File: src/design/prcd_pkg.sv
// Package for the PLL ratio configuration decoder
package prcd_pkg;

  // ==========================================================
  // Field widths
  localparam int unsigned MULT_W = 4;
  localparam int unsigned VDIV_W = 2;
  localparam int unsigned CORE_W = 7;
  localparam int unsigned RATIO_W = 5;

  // ==========================================================
  // System VCO divider codes and values
  localparam logic [VDIV_W-1:0] SVCO_DIV4_CODE = 2'h0;
  localparam logic [VDIV_W-1:0] SVCO_DIV8_CODE = 2'h1;
  localparam logic [VDIV_W-1:0] SVCO_DIV2_CODE = 2'h2;
  localparam logic [3:0] DIV_BY_2 = 4'h2;
  localparam logic [3:0] DIV_BY_4 = 4'h4;
  localparam logic [3:0] DIV_BY_8 = 4'h8;
  localparam logic [3:0] DIV_NONE = 4'h0;

  // ==========================================================
  // System PLL multiplier codes
  localparam logic [MULT_W-1:0] MULT_X16_CODE = 4'h0;
  localparam logic [MULT_W-1:0] MULT_RSVD_CODE = 4'h1;
  localparam logic [RATIO_W-1:0] MULT_X16_VAL = 5'h10;
  localparam logic [RATIO_W-1:0] RATIO_NONE = 5'h00;

  // ==========================================================
  // Processor PLL field layout and codes
  localparam int unsigned CORE_VDIV_LSB = 0;
  localparam int unsigned CORE_MODE_LSB = 2;
  localparam int unsigned CORE_HALF_BIT = 6;
  localparam logic [3:0] CORE_BYPASS_CODE = 4'h0;
  localparam logic [3:0] CORE_ACTIVE_CODE = 4'h1;
  localparam logic [1:0] CORE_VDIV2_CODE = 2'h0;
  localparam logic [1:0] CORE_VDIV4_CODE = 2'h1;
  localparam logic [1:0] CORE_VDIV8_CODE = 2'h2;

  // Capture delay after reset release, in cycles
  localparam logic [1:0] CAPTURE_WAIT = 2'h2;

  typedef enum logic [1:0] {
    PRCD_CORE_BYPASS,
    PRCD_CORE_1TO1,
    PRCD_CORE_3TO2,
    PRCD_CORE_RSVD
  } prcd_core_mode_t;

  typedef struct packed {
    logic host_mode;
    logic input_clock_divide_strap;
    logic [MULT_W-1:0] system_pll_multiplier;
    logic [VDIV_W-1:0] system_vco_divider;
    logic [CORE_W-1:0] processor_pll_ratio;
  } prcd_cfg_t;

  typedef struct packed {
    logic ref_sel_agent;
    logic [RATIO_W-1:0] csb_multiplier;
    logic [3:0] svco_divide;
    prcd_core_mode_t core_mode;
    logic [3:0] core_vco_divide;
    logic core_pll_enable;
    logic cfg_error;
  } prcd_dec_t;

endpackage : prcd_pkg

File: src/design/prcd_top.sv
// PLL ratio configuration decoder: captures straps and config word at reset
// ==========================================================
// How it works
// - SVCO code 00/01/10 gives divide 4/8/2
// - Multiplier 0000 is x16, 0001 reserved, else binary
// - Divide strap high: bus clock is multiplier ratio
// - Host uses host reference, agent uses agent reference
// - Seven-bit field sets processor to bus ratio
// - Mode bits 0000 bypass the processor PLL
// - Mode 0001: bit6 picks 1:1 or 1.5:1, bits0-1 VCO
module prcd_top
  import prcd_pkg::*;
(
  input wire logic sys_clk,
  input wire logic rstn,
  input wire prcd_pkg::prcd_cfg_t cfg_in,
  output prcd_pkg::prcd_dec_t dec_out,
  output logic dec_valid
);

  // ==========================================================
  // Input synchronisation
  prcd_cfg_t cfg_sync;
  prcd_cfg_t cfg_q;
  logic [1:0] wait_q;
  logic captured_q;

  prcd_sync #(
    .WIDTH($bits(prcd_cfg_t))
  ) u_sync (
    .sys_clk(sys_clk),
    .rstn(rstn),
    .async_in(cfg_in),
    .sync_out(cfg_sync)
  );

  // ==========================================================
  // One-shot capture
  // Wait for the synchroniser to fill with live pin values first
  always_ff @(posedge sys_clk or negedge rstn)
  begin
    if (!rstn)
      wait_q <= '0;
    else if (wait_q != CAPTURE_WAIT)
      wait_q <= wait_q + 2'h1;
  end

  always_ff @(posedge sys_clk or negedge rstn)
  begin
    if (!rstn)
    begin
      cfg_q <= '0;
      captured_q <= 1'b0;
    end
    else if (!captured_q && wait_q == CAPTURE_WAIT)
    begin
      cfg_q <= cfg_sync;
      captured_q <= 1'b1;
    end
  end

  // ==========================================================
  // Decode
  prcd_dec_t dec_d;
  logic [3:0] core_mode_bits;
  logic [1:0] core_vdiv_bits;
  logic core_half;

  assign core_mode_bits = cfg_q.processor_pll_ratio[CORE_MODE_LSB +: 4];
  assign core_vdiv_bits = cfg_q.processor_pll_ratio[CORE_VDIV_LSB +: 2];
  assign core_half = cfg_q.processor_pll_ratio[CORE_HALF_BIT];

  always_comb
  begin
    dec_d = '0;
    // Agent mode: host reference is held low, so select agent input
    dec_d.ref_sel_agent = !cfg_q.host_mode;

    unique case (cfg_q.system_vco_divider)
      SVCO_DIV4_CODE: dec_d.svco_divide = DIV_BY_4;
      SVCO_DIV8_CODE: dec_d.svco_divide = DIV_BY_8;
      SVCO_DIV2_CODE: dec_d.svco_divide = DIV_BY_2;
      default:
      begin
        // Reserved code; flagged rather than guessed
        dec_d.svco_divide = DIV_NONE;
        dec_d.cfg_error = 1'b1;
      end
    endcase

    if (cfg_q.system_pll_multiplier == MULT_X16_CODE)
      dec_d.csb_multiplier = MULT_X16_VAL;
    else if (cfg_q.system_pll_multiplier == MULT_RSVD_CODE)
    begin
      dec_d.csb_multiplier = RATIO_NONE;
      dec_d.cfg_error = 1'b1;
    end
    else
      dec_d.csb_multiplier = {1'b0, cfg_q.system_pll_multiplier};

    // Divide strap low in host mode gives no defined ratio here
    if (cfg_q.host_mode && !cfg_q.input_clock_divide_strap)
      dec_d.cfg_error = 1'b1;
    // Agent mode with strap high breaks the board contract
    if (!cfg_q.host_mode && cfg_q.input_clock_divide_strap)
      dec_d.cfg_error = 1'b1;

    if (core_mode_bits == CORE_BYPASS_CODE)
    begin
      dec_d.core_mode = PRCD_CORE_BYPASS;
      dec_d.core_pll_enable = 1'b0;
      dec_d.core_vco_divide = DIV_NONE;
    end
    else if (core_mode_bits == CORE_ACTIVE_CODE)
    begin
      dec_d.core_pll_enable = 1'b1;
      dec_d.core_mode = core_half ? PRCD_CORE_3TO2 : PRCD_CORE_1TO1;
      unique case (core_vdiv_bits)
        CORE_VDIV2_CODE: dec_d.core_vco_divide = DIV_BY_2;
        CORE_VDIV4_CODE: dec_d.core_vco_divide = DIV_BY_4;
        CORE_VDIV8_CODE: dec_d.core_vco_divide = DIV_BY_8;
        default:
        begin
          dec_d.core_vco_divide = DIV_BY_8;
          // Code 11 defined only at 1:1
          if (core_half)
          begin
            dec_d.core_mode = PRCD_CORE_RSVD;
            dec_d.cfg_error = 1'b1;
          end
        end
      endcase
    end
    else
    begin
      dec_d.core_mode = PRCD_CORE_RSVD;
      dec_d.core_pll_enable = 1'b0;
      dec_d.core_vco_divide = DIV_NONE;
      dec_d.cfg_error = 1'b1;
    end
  end

  // ==========================================================
  // Registered outputs, frozen after capture
  logic loaded_q;

  always_ff @(posedge sys_clk or negedge rstn)
  begin
    if (!rstn)
    begin
      dec_out <= '0;
      dec_valid <= 1'b0;
      loaded_q <= 1'b0;
    end
    else if (captured_q && !loaded_q)
    begin
      dec_out <= dec_d;
      dec_valid <= 1'b1;
      loaded_q <= 1'b1;
    end
  end

endmodule : prcd_top

File: src/design/prcd_sync.sv
// Two-flop synchroniser, one per configuration bit
module prcd_sync #(
  parameter int unsigned WIDTH = 1
) (
  input wire logic sys_clk,
  input wire logic rstn,
  input wire logic [WIDTH-1:0] async_in,
  output logic [WIDTH-1:0] sync_out
);

  logic [WIDTH-1:0] meta_q;

  always_ff @(posedge sys_clk or negedge rstn)
  begin
    if (!rstn)
    begin
      meta_q <= '0;
      sync_out <= '0;
    end
    else
    begin
      meta_q <= async_in;
      sync_out <= meta_q;
    end
  end

endmodule : prcd_sync

File: config.mk
export PLATFORM = sky130hd
export DESIGN_NAME = prcd_top
export DESIGN_NICKNAME = d
export VERILOG_FILES = /design/src/design/prcd_pkg.sv /design/src/design/prcd_top.sv /design/src/design/prcd_sync.sv
export SDC_FILE = /design/constraint.sdc
export NUM_CORES = 1
export LEC_CHECK = 0
export BUFFER_PORTS_ARGS = -buffer_cell sky130_fd_sc_hd__buf_2
export CORE_ASPECT_RATIO = 2
export CORE_MARGIN = 1.5
export CORE_UTILIZATION = 52
export CTS_CLUSTER_SIZE = 25
export DETAILED_ROUTE_END_ITERATION = 6
export PLACE_DENSITY = 0.74
export REMOVE_ABC_BUFFERS = 1
export SETUP_SLACK_MARGIN = 0.05
export SKIP_LAST_GASP = 1
export SYNTH_ARGS = -nofsm -noshare
export SYNTH_HDL_FRONTEND = slang
export SYNTH_SLANG_ARGS = --single-unit
File: constraint.sdc
create_clock -name sys_clk -period 4.7 [get_ports sys_clk]
set_input_delay 0.94 -clock sys_clk [delete_from_list [all_inputs] [get_ports sys_clk]]
set_output_delay 0.94 -clock sys_clk [all_outputs]
set_load 0.05 [all_outputs]
==> key figures, run 1 <==
Global routing
  – Overflow after GRT: 0
  – Vias in the first global route: roughly 1200
  – Antenna violations before repair: 0
  – Largest net degree at the start of global routing: between 60 and 70
  – First-pass GRT wire length: ~5400 µm
  – Gr usage total: 0.1656

Logic synthesis
  – Most common cell in the netlist: dfrtp_1
  – Synthesized area: 2227 µm²
  – EDFF count, synth: 0
  – Top cell type's share of synthesized area: 0.7303
  – Ys flop type: dfrtp_1
  – Post-synth ARST share: 1.000
  – YS warnings: 0
  – Area leader, netlist: dfrtp_1
  – Seq/Total Area, Yosys: 0.7303
  – Mapped Cells: approximately 150
  – Synth top cells by count: 65 x dfrtp_1, 19 x nand2_1, 10 x mux2_4
  – Synth unique cells: 30
  – Register bit total from synthesis: between 60 and 70
  – Top post-synthesis cells by area: dfrtp_1 73%, mux2_4 6.7%, nand2_1 3.2%
  – Avg Synthesized Cell Area: between 15 and 20 µm²

Cells and area
  – ANT cells: 0
  – Fillers: about 330
  – Storage element area: between 1500 and 2000 µm²
  – Share of layout cells above drive strength 1: 0.3476
  – Layout Nets: just over 200
  – Multi-input gate area: approximately 540 µm²
  – Area Overhead vs Synth: 15.73%
  – Util after Layout: 0.6305

Timing
  – Post-route clock period utilization: 0.4067
  – Slew @ Worst Pin: 759.6 ps
  – WHS: approximately 350 ps
  – Slew Viols, Final: 0
  – RSZ-0062 raised after global routing: no
  – TNS Setup: 0 ps
  – Fmax: between 0.5 and 0.6 GHz
  – Fin Clk Skew: 6.000 ps
  – PnR worst setup slack: 2789 ps
  – Final hold violation count: 0
  – Final min period: ~1900 ps
  – Worst rel slew slack: 0.4936
  – Setup-failing EPs final: 0

Clocking
  – Hold buffer count at CTS: 0
  – Num CTS Buffers: 9
  – Setup Fix Bufs, Post-CTS: 0
  – CTS resizes: 0
  – CTS tree: yes
  – Num Clock Sinks: 65
  – H-tree depth: 3
  – Cell chosen for the clock root: clkbuf_8
  – Clk pin slew, worst setup/hold paths: around 60 ps
  – Clock Tree Buf Depth: 2
  – Clk Latency, worst-skew pair: 330 ps

Detailed routing
  – Top sig layer: met4
  – WL met2: around 1700 µm
  – Met1 wire length: around 1200 µm
  – Post-Route WL: between 3000 and 4000 µm
  – Final ANT Viol Nets: 0
  – First-pass detailed-route iteration total: 4
  – Vias per inst: between 4 and 5
  – 1st-iter DRT viols: 12
  – Wire per inst: ~13 µm
  – DR vias: 1158
  – Met3 Wirelength: 137 µm
  – DRC viols: 0

Placement
  – Gpl congestion: 0.7542
  – DP Worst Slack: around 3000 ps
  – PortBufs: 33
  – Post-DP HPWL: 2229 µm

Setup path
  – Startpoint types: flip-flop
  – Crit path max-delay family: flip-flops
  – Worst path required time: roughly 3800 ps
  – Critical path fanouts, max: 4
  – Critical path arrival: 970 ps
  – CP Cell Sequence: buf_2
  – Largest stage delay, worst path: approximately 370 ps
  – CP max-delay cell: dfrtp_1
  – CP Capture Type: primary output
  – Setup CP Type: reg -> out
  – Bufs and invs on worst path: 1

Die
  – Core area: approximately 4100 µm²
  – Die ar.: roughly 4700 µm²
  – I/O pin cnt: 36
  – # rows: 33
  – Initial Utilization: 0.5448
  – DIE WIDTH: 49.28 µm
  – Die height: 95.55 µm

Status
  – Run status: finished clean

Pwr
  – Leakage: roughly 1.2 nW
  – Max IR drop VDD: around 0.33 mV
  – PwrDens: slightly above 400 nW/µm²
  – PnR Total Power: 1.053 mW

Flow run
  – Total of max-cap violations: 0

Hold path
  – Worst Hold Class: reg -> reg
## registers in the layout, indices dropped and copies added (netlist names)
name             count
captured_q           1
cfg_q               15
dec_out             16
loaded_q             1
u_sync.meta_q       15
u_sync.sync_out     15
wait_q               2
## path summary, 6_finish.rpt
check / startpoint / depth (start not counted) / slack [ps] / endpoint
setup / recovery: loaded_q / 1 / 2790 / dec_valid
hold / removal: u_sync.meta_q[8] / 0 / 350 / u_sync.sync_out[8]
setup reg to reg: loaded_q / 3 / 3090 / dec_out[3]
hold reg to reg: u_sync.meta_q[8] / 0 / 350 / u_sync.sync_out[8]
max in group asynchronous: rstn / 2 / 3430 / u_sync.sync_out[0]
min in group asynchronous: rstn / 2 / 770 / cfg_q[14]
## cells by family after synthesis
| family | count (synthesis) | share of synthesized area |
|---|---|---|
| mux | 16 | 0.09719 |
| compound gates | 14 | 0.04551 |
| flops | 65 | 0.7303 |
| xor+xnor | 2 | 0.007867 |
| fa+ha+maj | 1 | 0.005617 |
| simple gates | 36 | 0.08090 |
| other cells | 1 | 0.001684 |
| buf+inv | 10 | 0.03090 |
## cell usage in the layout (no fill, tap or decap)
cell type  netlist  final
o21ai_0          4      4
nor3_1           1      1
conb_1           1      2
or2_2            2      2
clkbuf_1         2      3
dfrtp_1         65     65
and3_1           1      1
buf_4            3      2
a21oi_1          2      2
and2b_1          1      1
nand2_1         19     19
a32o_1           3      3
a21bo_2          1      1
ha_1             1      1
nand4_1          1      1
a22o_1           2      2
inv_1            2      2
nor2_1           5      5
o31ai_1          1      1
xnor2_1          2      2
buf_2            1     33
mux2i_1          1      1
nand2b_1         3      3
mux2_2           5      5
a31oi_1          1      1
mux2_4          10     10
nor2b_1          2      2
nor4_4           1      1
clkbuf_8         0     11
## cell type report
class	count	share of cell area
clock buffer	14	0.06311
multi-input combinational	71	0.2078
timing repair buffer	35	0.06990
tap	52	0.02524
inverter	2	0.002913
sequential	65	0.6311
## power by group
group          switching [mW]  internal [mW]
clock network           0.177          0.215
logic                  0.0417         0.0210
registers              0.0132          0.585
## stage by stage
step	instances	cell area (µm²)
finish	239	2577
global route	239	2577
CTS	239	2577
detailed placement	225	2415
global placement	225	2415
floorplan	138	2170
## per-layer routing
layer	GRT usage	up-vias
met1	0.1616	566
met3	0.06740	9
met5	0	-
met2	0.2827	29
met4	0.1095	0
li1	-	554
Note: power is estimated with default switching activity, not from simulation.
==> run 2, diff against run 1 <==
==> constraint.sdc (replaced) <==
create_clock -name sys_clk -period 2 [get_ports sys_clk]
set_input_delay 0.4 -clock sys_clk [delete_from_list [all_inputs] [get_ports sys_clk]]
set_output_delay 0.4 -clock sys_clk [all_outputs]
set_load 0.05 [all_outputs]
==> run 2 against run 1 <==
Sequential power is 130% higher. Register-to-register slack lost 2700 ps. Global-route usage up 0.079 points. Count of clock-buffer cells in the layout unchanged. Clock skew rose by 4.4 ps. Die area unchanged. Final area increased by 2.2%. Flip-flop and latch count is the same. Routed wire length up 0.70%. Combinational power increased by 140%. Worst setup slack worse by 2400 ps.
==> key figures, run 2 (synthesized netlist as in run 1, its figures left out) <==
Clocking
  – CTS resizes: 0 (unchanged)
  – CTS tree: yes
  – Num Clock Sinks: 65 (unchanged)
  – Hold buffer count at CTS: 0 (unchanged)
  – H-tree depth: 3 (unchanged)
  – Clk pin slew, worst setup/hold paths: 70 ps (about the same)
  – Cell chosen for the clock root: clkbuf_8
  – Clock Tree Buf Depth: 2 (unchanged)
  – Num CTS Buffers: 9 (unchanged)
  – Setup Fix Bufs, Post-CTS: 0 (unchanged)
  – Clk Latency, worst-skew pair: 330 ps (about the same)

Timing
  – Fmax: 0.6264 GHz
  – Slew @ Worst Pin: 583.0 ps (-176.6 ps)
  – Setup-failing EPs final: 0 (unchanged)
  – Fin Clk Skew: 10.41 ps (+4.409 ps)
  – Slew Viols, Final: 0 (unchanged)
  – RSZ-0062 raised after global routing: no
  – Post-route clock period utilization: 0.7982
  – TNS Setup: 0 ps (unchanged)
  – Final min period: approximately 1600 ps
  – WHS: 68.28 ps (-277.2 ps)
  – Final hold violation count: 0 (unchanged)
  – Worst rel slew slack: 0.6113 (+0.1178)

Setup path
  – CP Capture Type: flip-flop
  – CP Cell Sequence: inv_1 > ha_1 > nor2b_1 > buf_4 > mux2_2
  – Flop2flop setup slack: 400 ps (-2690 ps)
  – Setup CP Type: reg -> reg
  – Critical path fanouts, max: 15 (+11)
  – CP max-delay cell: dfrtp_1
  – Worst path required time: 2210 ps (-1550 ps)
  – Startpoint types: flip-flop
  – Largest stage delay, worst path: 390 ps (+20 ps)
  – Critical path arrival: 1800 ps (+830 ps)

Placement
  – PortBufs: 33 (unchanged)
  – Post-DP HPWL: 2309 µm (+3.5%)
  – Inst Count DP: 226 (+0.44%)
  – Dpl cell area: 2435 µm² (+0.83%)
  – Gpl congestion: 0.7755 (+2.8%)

Die
  – I/O pin cnt: 36 (unchanged)
  – Initial Utilization: 0.5448 (unchanged)
  – Die ar.: 4708 µm² (unchanged)
  – DIE WIDTH: 49.28 µm (unchanged)
  – Die height: 95.55 µm (unchanged)
  – Core area: 4088 µm² (unchanged)
  – # rows: 33 (unchanged)

Cells and area
  – Layout Nets: 203 (+0.50%)
  – Share of layout cells above drive strength 1: 0.3704 (+0.02278)
  – Layout Cells excl Fill: 241 (+0.84%)
  – Most common cell after layout, fill and taps aside: dfrtp_1
  – Fillers: 306 (-6.7%)
  – Biggest register: dec_out
  – Max FFs per register: 16 (unchanged)
  – ANT cells: 0 (unchanged)
  – Area Overhead vs Synth: 18.31%
  – Final non-filler cell area: 2635 µm² (+2.2%)
  – Most frequent cells in the layout: 65 x dfrtp_1, 33 x buf_2, 19 x nand2_1, 14 x clkbuf_8, 10 x mux2_4

Global routing
  – First-pass GRT wire length: 5354 µm (-1.4%)
  – Overflow after GRT: 0 (unchanged)
  – Antenna violations before repair: 0 (unchanged)
  – Vias in the first global route: 1171 (-5.6%)
  – Gr usage total: 0.1664 (+0.0007923)
  – Largest net degree at the start of global routing: 41 (-38%)

Hold path
  – Worst Hold Class: in -> async

Pwr
  – Leakage: 1.250 nW (+2.2%)
  – PwrDens: 989.0 nW/µm² (+140%)
  – Max IR drop VDD: 0.6471 mV (+98%)

Detailed routing
  – First-pass detailed-route iteration total: 4 (unchanged)
  – Final ANT Viol Nets: 0 (unchanged)
  – Wire per inst: 13.21 µm (-0.14%)
  – DRC viols: 0 (unchanged)
  – 1st-iter DRT viols: 15 (+3)
  – Post-Route WL: 3183 µm (+0.70%)
  – DR vias: 1163 (+0.43%)
  – Vias per inst: 4.826 (-0.40%)

Flow run
  – Total of max-cap violations: 0 (unchanged)

Status
  – Run status: finished clean
[run 2: cell types whose count changed in the layout (fill, tap and decap cells not counted), sizes merged]
cell and change:
clkinvlp +1, buf +1
[run 2: metal layers]
| metal | global-route usage | part of all wire |
|---|---|---|
| met2 | 0.2770 | 0.56 |
| met5 | 0 | 0 |
| met1 | 0.1620 | 0.37 |
| met4 | 0.1643 | 0.038 |
| met3 | 0.04232 | 0.034 |
[run 2: path summary, 6_finish.rpt]
path | startpoint | to | depth (start not counted)
hold reg to reg | u_sync.meta_q[11] | u_sync.sync_out[11] | 0
min in group sys_clk | cfg_in[14] | u_sync.meta_q[14] | 1
hold / removal | rstn | cfg_q[11] | 1
max in group asynchronous | rstn | dec_out[6] | 2
setup / recovery | wait_q[0] | cfg_q[4] | 5
setup reg to reg | wait_q[0] | cfg_q[4] | 5
[run 2: layout make-up]
type	instances	area [µm²]	area share
sequential	65	1627	0.6173
tap	52	65.06	0.02469
clock buffer	14	192.7	0.07312
inverter	2	7.507	0.002849
clock inverter	1	7.507	0.002849
multi-input combinational	71	535.5	0.2032
timing repair buffer	36	200.2	0.07597
[run 2: power breakdown]
part	switching, mW	internal (mW)	total [mW]
sequential	0.0306	1.37	1.40
clock	0.439	0.612	1.05
combinational	0.0985	0.0520	0.151
total	0.568	2.04	2.61
[run 2: worst max-delay path, delay by kind of cell (launching register included)]
kind | cells | cell delay (ps)
flip-flops | 1 | 390
multiplexers | 1 | 370
buffers and inverters | 2 | 330
adder cells (fa/ha/maj) | 1 | 220
AND/OR/NAND/NOR | 1 | 160
[run 2: per-stage QoR]
step / total power [mW] / utilization / setup WS (ps)
after floorplan: 1.511 / - / -168.6
after global placement: 1.572 / 0.5957 / 488.1
after detailed placement: 1.583 / 0.5957 / 410.0
after CTS: 2.649 / 0.6446 / 393.0
after global routing: 2.720 / 0.6446 / 334.4
final: 2.606 / 0.6446 / 403.5
==> run 3, diff against run 2 <==
==> constraint.sdc (replaced) <==
create_clock -name sys_clk -period 1.5 [get_ports sys_clk]
set_input_delay 0.3 -clock sys_clk [delete_from_list [all_inputs] [get_ports sys_clk]]
set_output_delay 0.3 -clock sys_clk [all_outputs]
set_load 0.05 [all_outputs]
==> run 3 against run 2 <==
Sequential share of layout area down 1.8 points. Worst setup slack worse by 360 ps. Hold slack better by 3.3 ps. First-iteration DRC count up 60%. Non-clock buffer count up 4. Global-route usage up 0.16 points. Fmax up 9.7%. Count of clock-buffer cells in the layout unchanged.
==> key figures, run 3 (synthesized netlist as in run 1, its figures left out) <==
Status
  – Run status: finished clean

Clocking
  – Cell chosen for the clock root: clkbuf_8
  – Num Clock Sinks: 65 (unchanged)
  – H-tree depth: 3 (unchanged)
  – Clk Latency, worst-skew pair: 330 ps (about the same)
  – Clk pin slew, worst setup/hold paths: 60 ps (about the same)
  – Clock Tree Buf Depth: 2 (unchanged)
  – Num CTS Buffers: 9 (unchanged)
  – CTS tree: yes

Detailed routing
  – Wire per inst: 13.69 µm (+3.6%)
  – Met1 wire length: 1209 µm (+3.7%)
  – First-pass detailed-route iteration total: 4 (unchanged)
  – Post-Route WL: 3367 µm (+5.8%)
  – DR vias: 1196 (+2.8%)
  – WL met2: 1888 µm (+5.7%)
  – Final ANT Viol Nets: 0 (unchanged)
  – Top sig layer: met4
  – DRC viols: 0 (unchanged)
  – Vias per inst: 4.862 (+0.75%)
  – Met3 Wirelength: 162 µm (+49%)
  – 1st-iter DRT viols: 24 (+9)

Pwr
  – Max IR drop VDD: 0.8608 mV (+33%)
  – PnR Total Power: 3.576 mW (+37%)
  – Leakage: 1.290 nW (+3.3%)
  – PwrDens: 1317 nW/µm² (+33%)

Die
  – I/O pin cnt: 36 (unchanged)
  – DIE WIDTH: 49.28 µm (unchanged)
  – # rows: 33 (unchanged)
  – Die ar.: 4708 µm² (unchanged)
  – Die height: 95.55 µm (unchanged)
  – Initial Utilization: 0.5448 (unchanged)
  – Core area: 4088 µm² (unchanged)

Global routing
  – Gr usage total: 0.1680 (+0.001581)
  – Vias in the first global route: 1194 (+2.0%)
  – Overflow after GRT: 0 (unchanged)
  – Largest net degree at the start of global routing: 66 (+61%)
  – Antenna violations before repair: 0 (unchanged)
  – First-pass GRT wire length: 5478 µm (+2.3%)

Timing
  – Final min period: 1455 ps (-141.1 ps)
  – WHS: 71.56 ps (+3.282 ps)
  – PnR worst setup slack: 44.58 ps (-358.9 ps)
  – Post-route clock period utilization: 0.9703 (+0.1720)
  – Fmax: 0.6871 GHz (+9.7%)
  – Fin Clk Skew: 6.223 ps (-4.185 ps)
  – RSZ-0062 raised after global routing: yes
  – Final hold violation count: 0 (unchanged)
  – TNS Setup: 0 ps (unchanged)
  – Slew Viols, Final: 0 (unchanged)
  – Setup-failing EPs final: 0 (unchanged)

Cells and area
  – Area Overhead vs Synth: 21.91%
  – Most frequent cells in the layout: 65 x dfrtp_1, 33 x buf_2, 19 x nand2_1, 12 x clkbuf_8, 10 x mux2_4
  – Most common cell after layout, fill and taps aside: dfrtp_1
  – Layout Nets: 207 (+2.0%)
  – Fillers: 298 (-2.6%)
  – Final non-filler cell area: 2715 µm² (+3.0%)
  – ANT cells: 0 (unchanged)
  – Biggest register: dec_out
  – Share of layout cells above drive strength 1: 0.3814 (+0.01107)
  – Max FFs per register: 16 (unchanged)

Setup path
  – Critical path arrival: 1670 ps (-130 ps)
  – Startpoint types: flip-flop
  – Critical path fanouts, max: 7 (-8)
  – Worst path required time: 1720 ps (-490 ps)
  – Setup CP Type: reg -> reg
  – CP Capture Type: flip-flop
  – CP Cell Sequence: inv_1 > ha_2 > nor2b_4 > clkbuf_16 > mux2_4
  – Largest stage delay, worst path: 390 ps (about the same)
  – CP max-delay cell: dfrtp_1

Placement
  – Gpl congestion: 0.7647 (-1.4%)
  – Dpl cell area: 2455 µm² (+0.82%)
  – DP Worst Slack: 31.24 ps (-378.7 ps)
  – PortBufs: 33 (unchanged)
  – Post-DP HPWL: 2152 µm (-6.8%)

Flow run
  – Total of max-cap violations: 0 (unchanged)

Hold path
  – Worst Hold Class: in -> reg
==> run 3: report_power, final <==
part | total (mW) | switching [mW] | internal (mW) | leakage, nW
registers | 1.87 | 0.0427 | 1.83 | 0.759
logic | 0.202 | 0.131 | 0.0712 | 0.425
clock network | 1.50 | 0.597 | 0.902 | 0.107
total | 3.58 | 0.771 | 2.80 | 1.29
==> run 3: area by class of cell <==
class,instances,area (µm²),area share
flip-flops and latches,65,1627,0.5991
clock buffers,14,172.7,0.06359
inverters,2,7.507,0.002765
clock inverters,2,35.03,0.01290
multi-input cells,71,545.5,0.2009
well taps,52,65.06,0.02396
repair buffers,40,262.8,0.09677
==> run 3: path summary, 6_finish.rpt <==
path / depth (start not counted) / start / slack (ps) / to
max: 5 / wait_q[0] / 40 / cfg_q[10]
min: 1 / cfg_in[14] / 70 / u_sync.meta_q[14]
max reg2reg: 5 / wait_q[0] / 40 / cfg_q[10]
min reg2reg: 0 / u_sync.meta_q[14] / 350 / u_sync.sync_out[14]
max in group asynchronous: 3 / rstn / 730 / dec_out[12]
min in group asynchronous: 3 / rstn / 500 / cfg_q[11]
==> run 3: worst max-delay path, delay by kind of cell (launching register included) <==
kind,cells,cell delay (ps)
adder cells (fa/ha/maj),1,180
buffers and inverters,2,260
flip-flops,1,390
multiplexers,1,300
AND/OR/NAND/NOR,1,210
==> run 3: routing by layer <==
layer	vias to the layer above	track usage
met1	585	0.1822
met5	-	0
met4	0	0.1405
li1	567	-
met3	12	0.06740
met2	32	0.2545
==> run 3: what timing repair did <==
| item | 4_1_cts | 5_1_grt |
|---|---|---|
| cloned | 0 | 1 |
| endpoints found under the hold margin | 65 | 0 |
| hold buffers | 1 | 0 |
| setup endpoints to repair | 6 | 15 |
| buffers inserted | 0 | 1 |
| gates resized for setup | 1 | 2 |
| pin swaps | 0 | 0 |
==> run 3: per-stage QoR <==
stage,instances,util
2_1_floorplan,138,-
3_3_place_gp,227,0.6006
3_5_place_dp,227,0.6006
4_1_cts,244,0.6544
5_1_grt,246,0.6642
6_report,246,0.6642
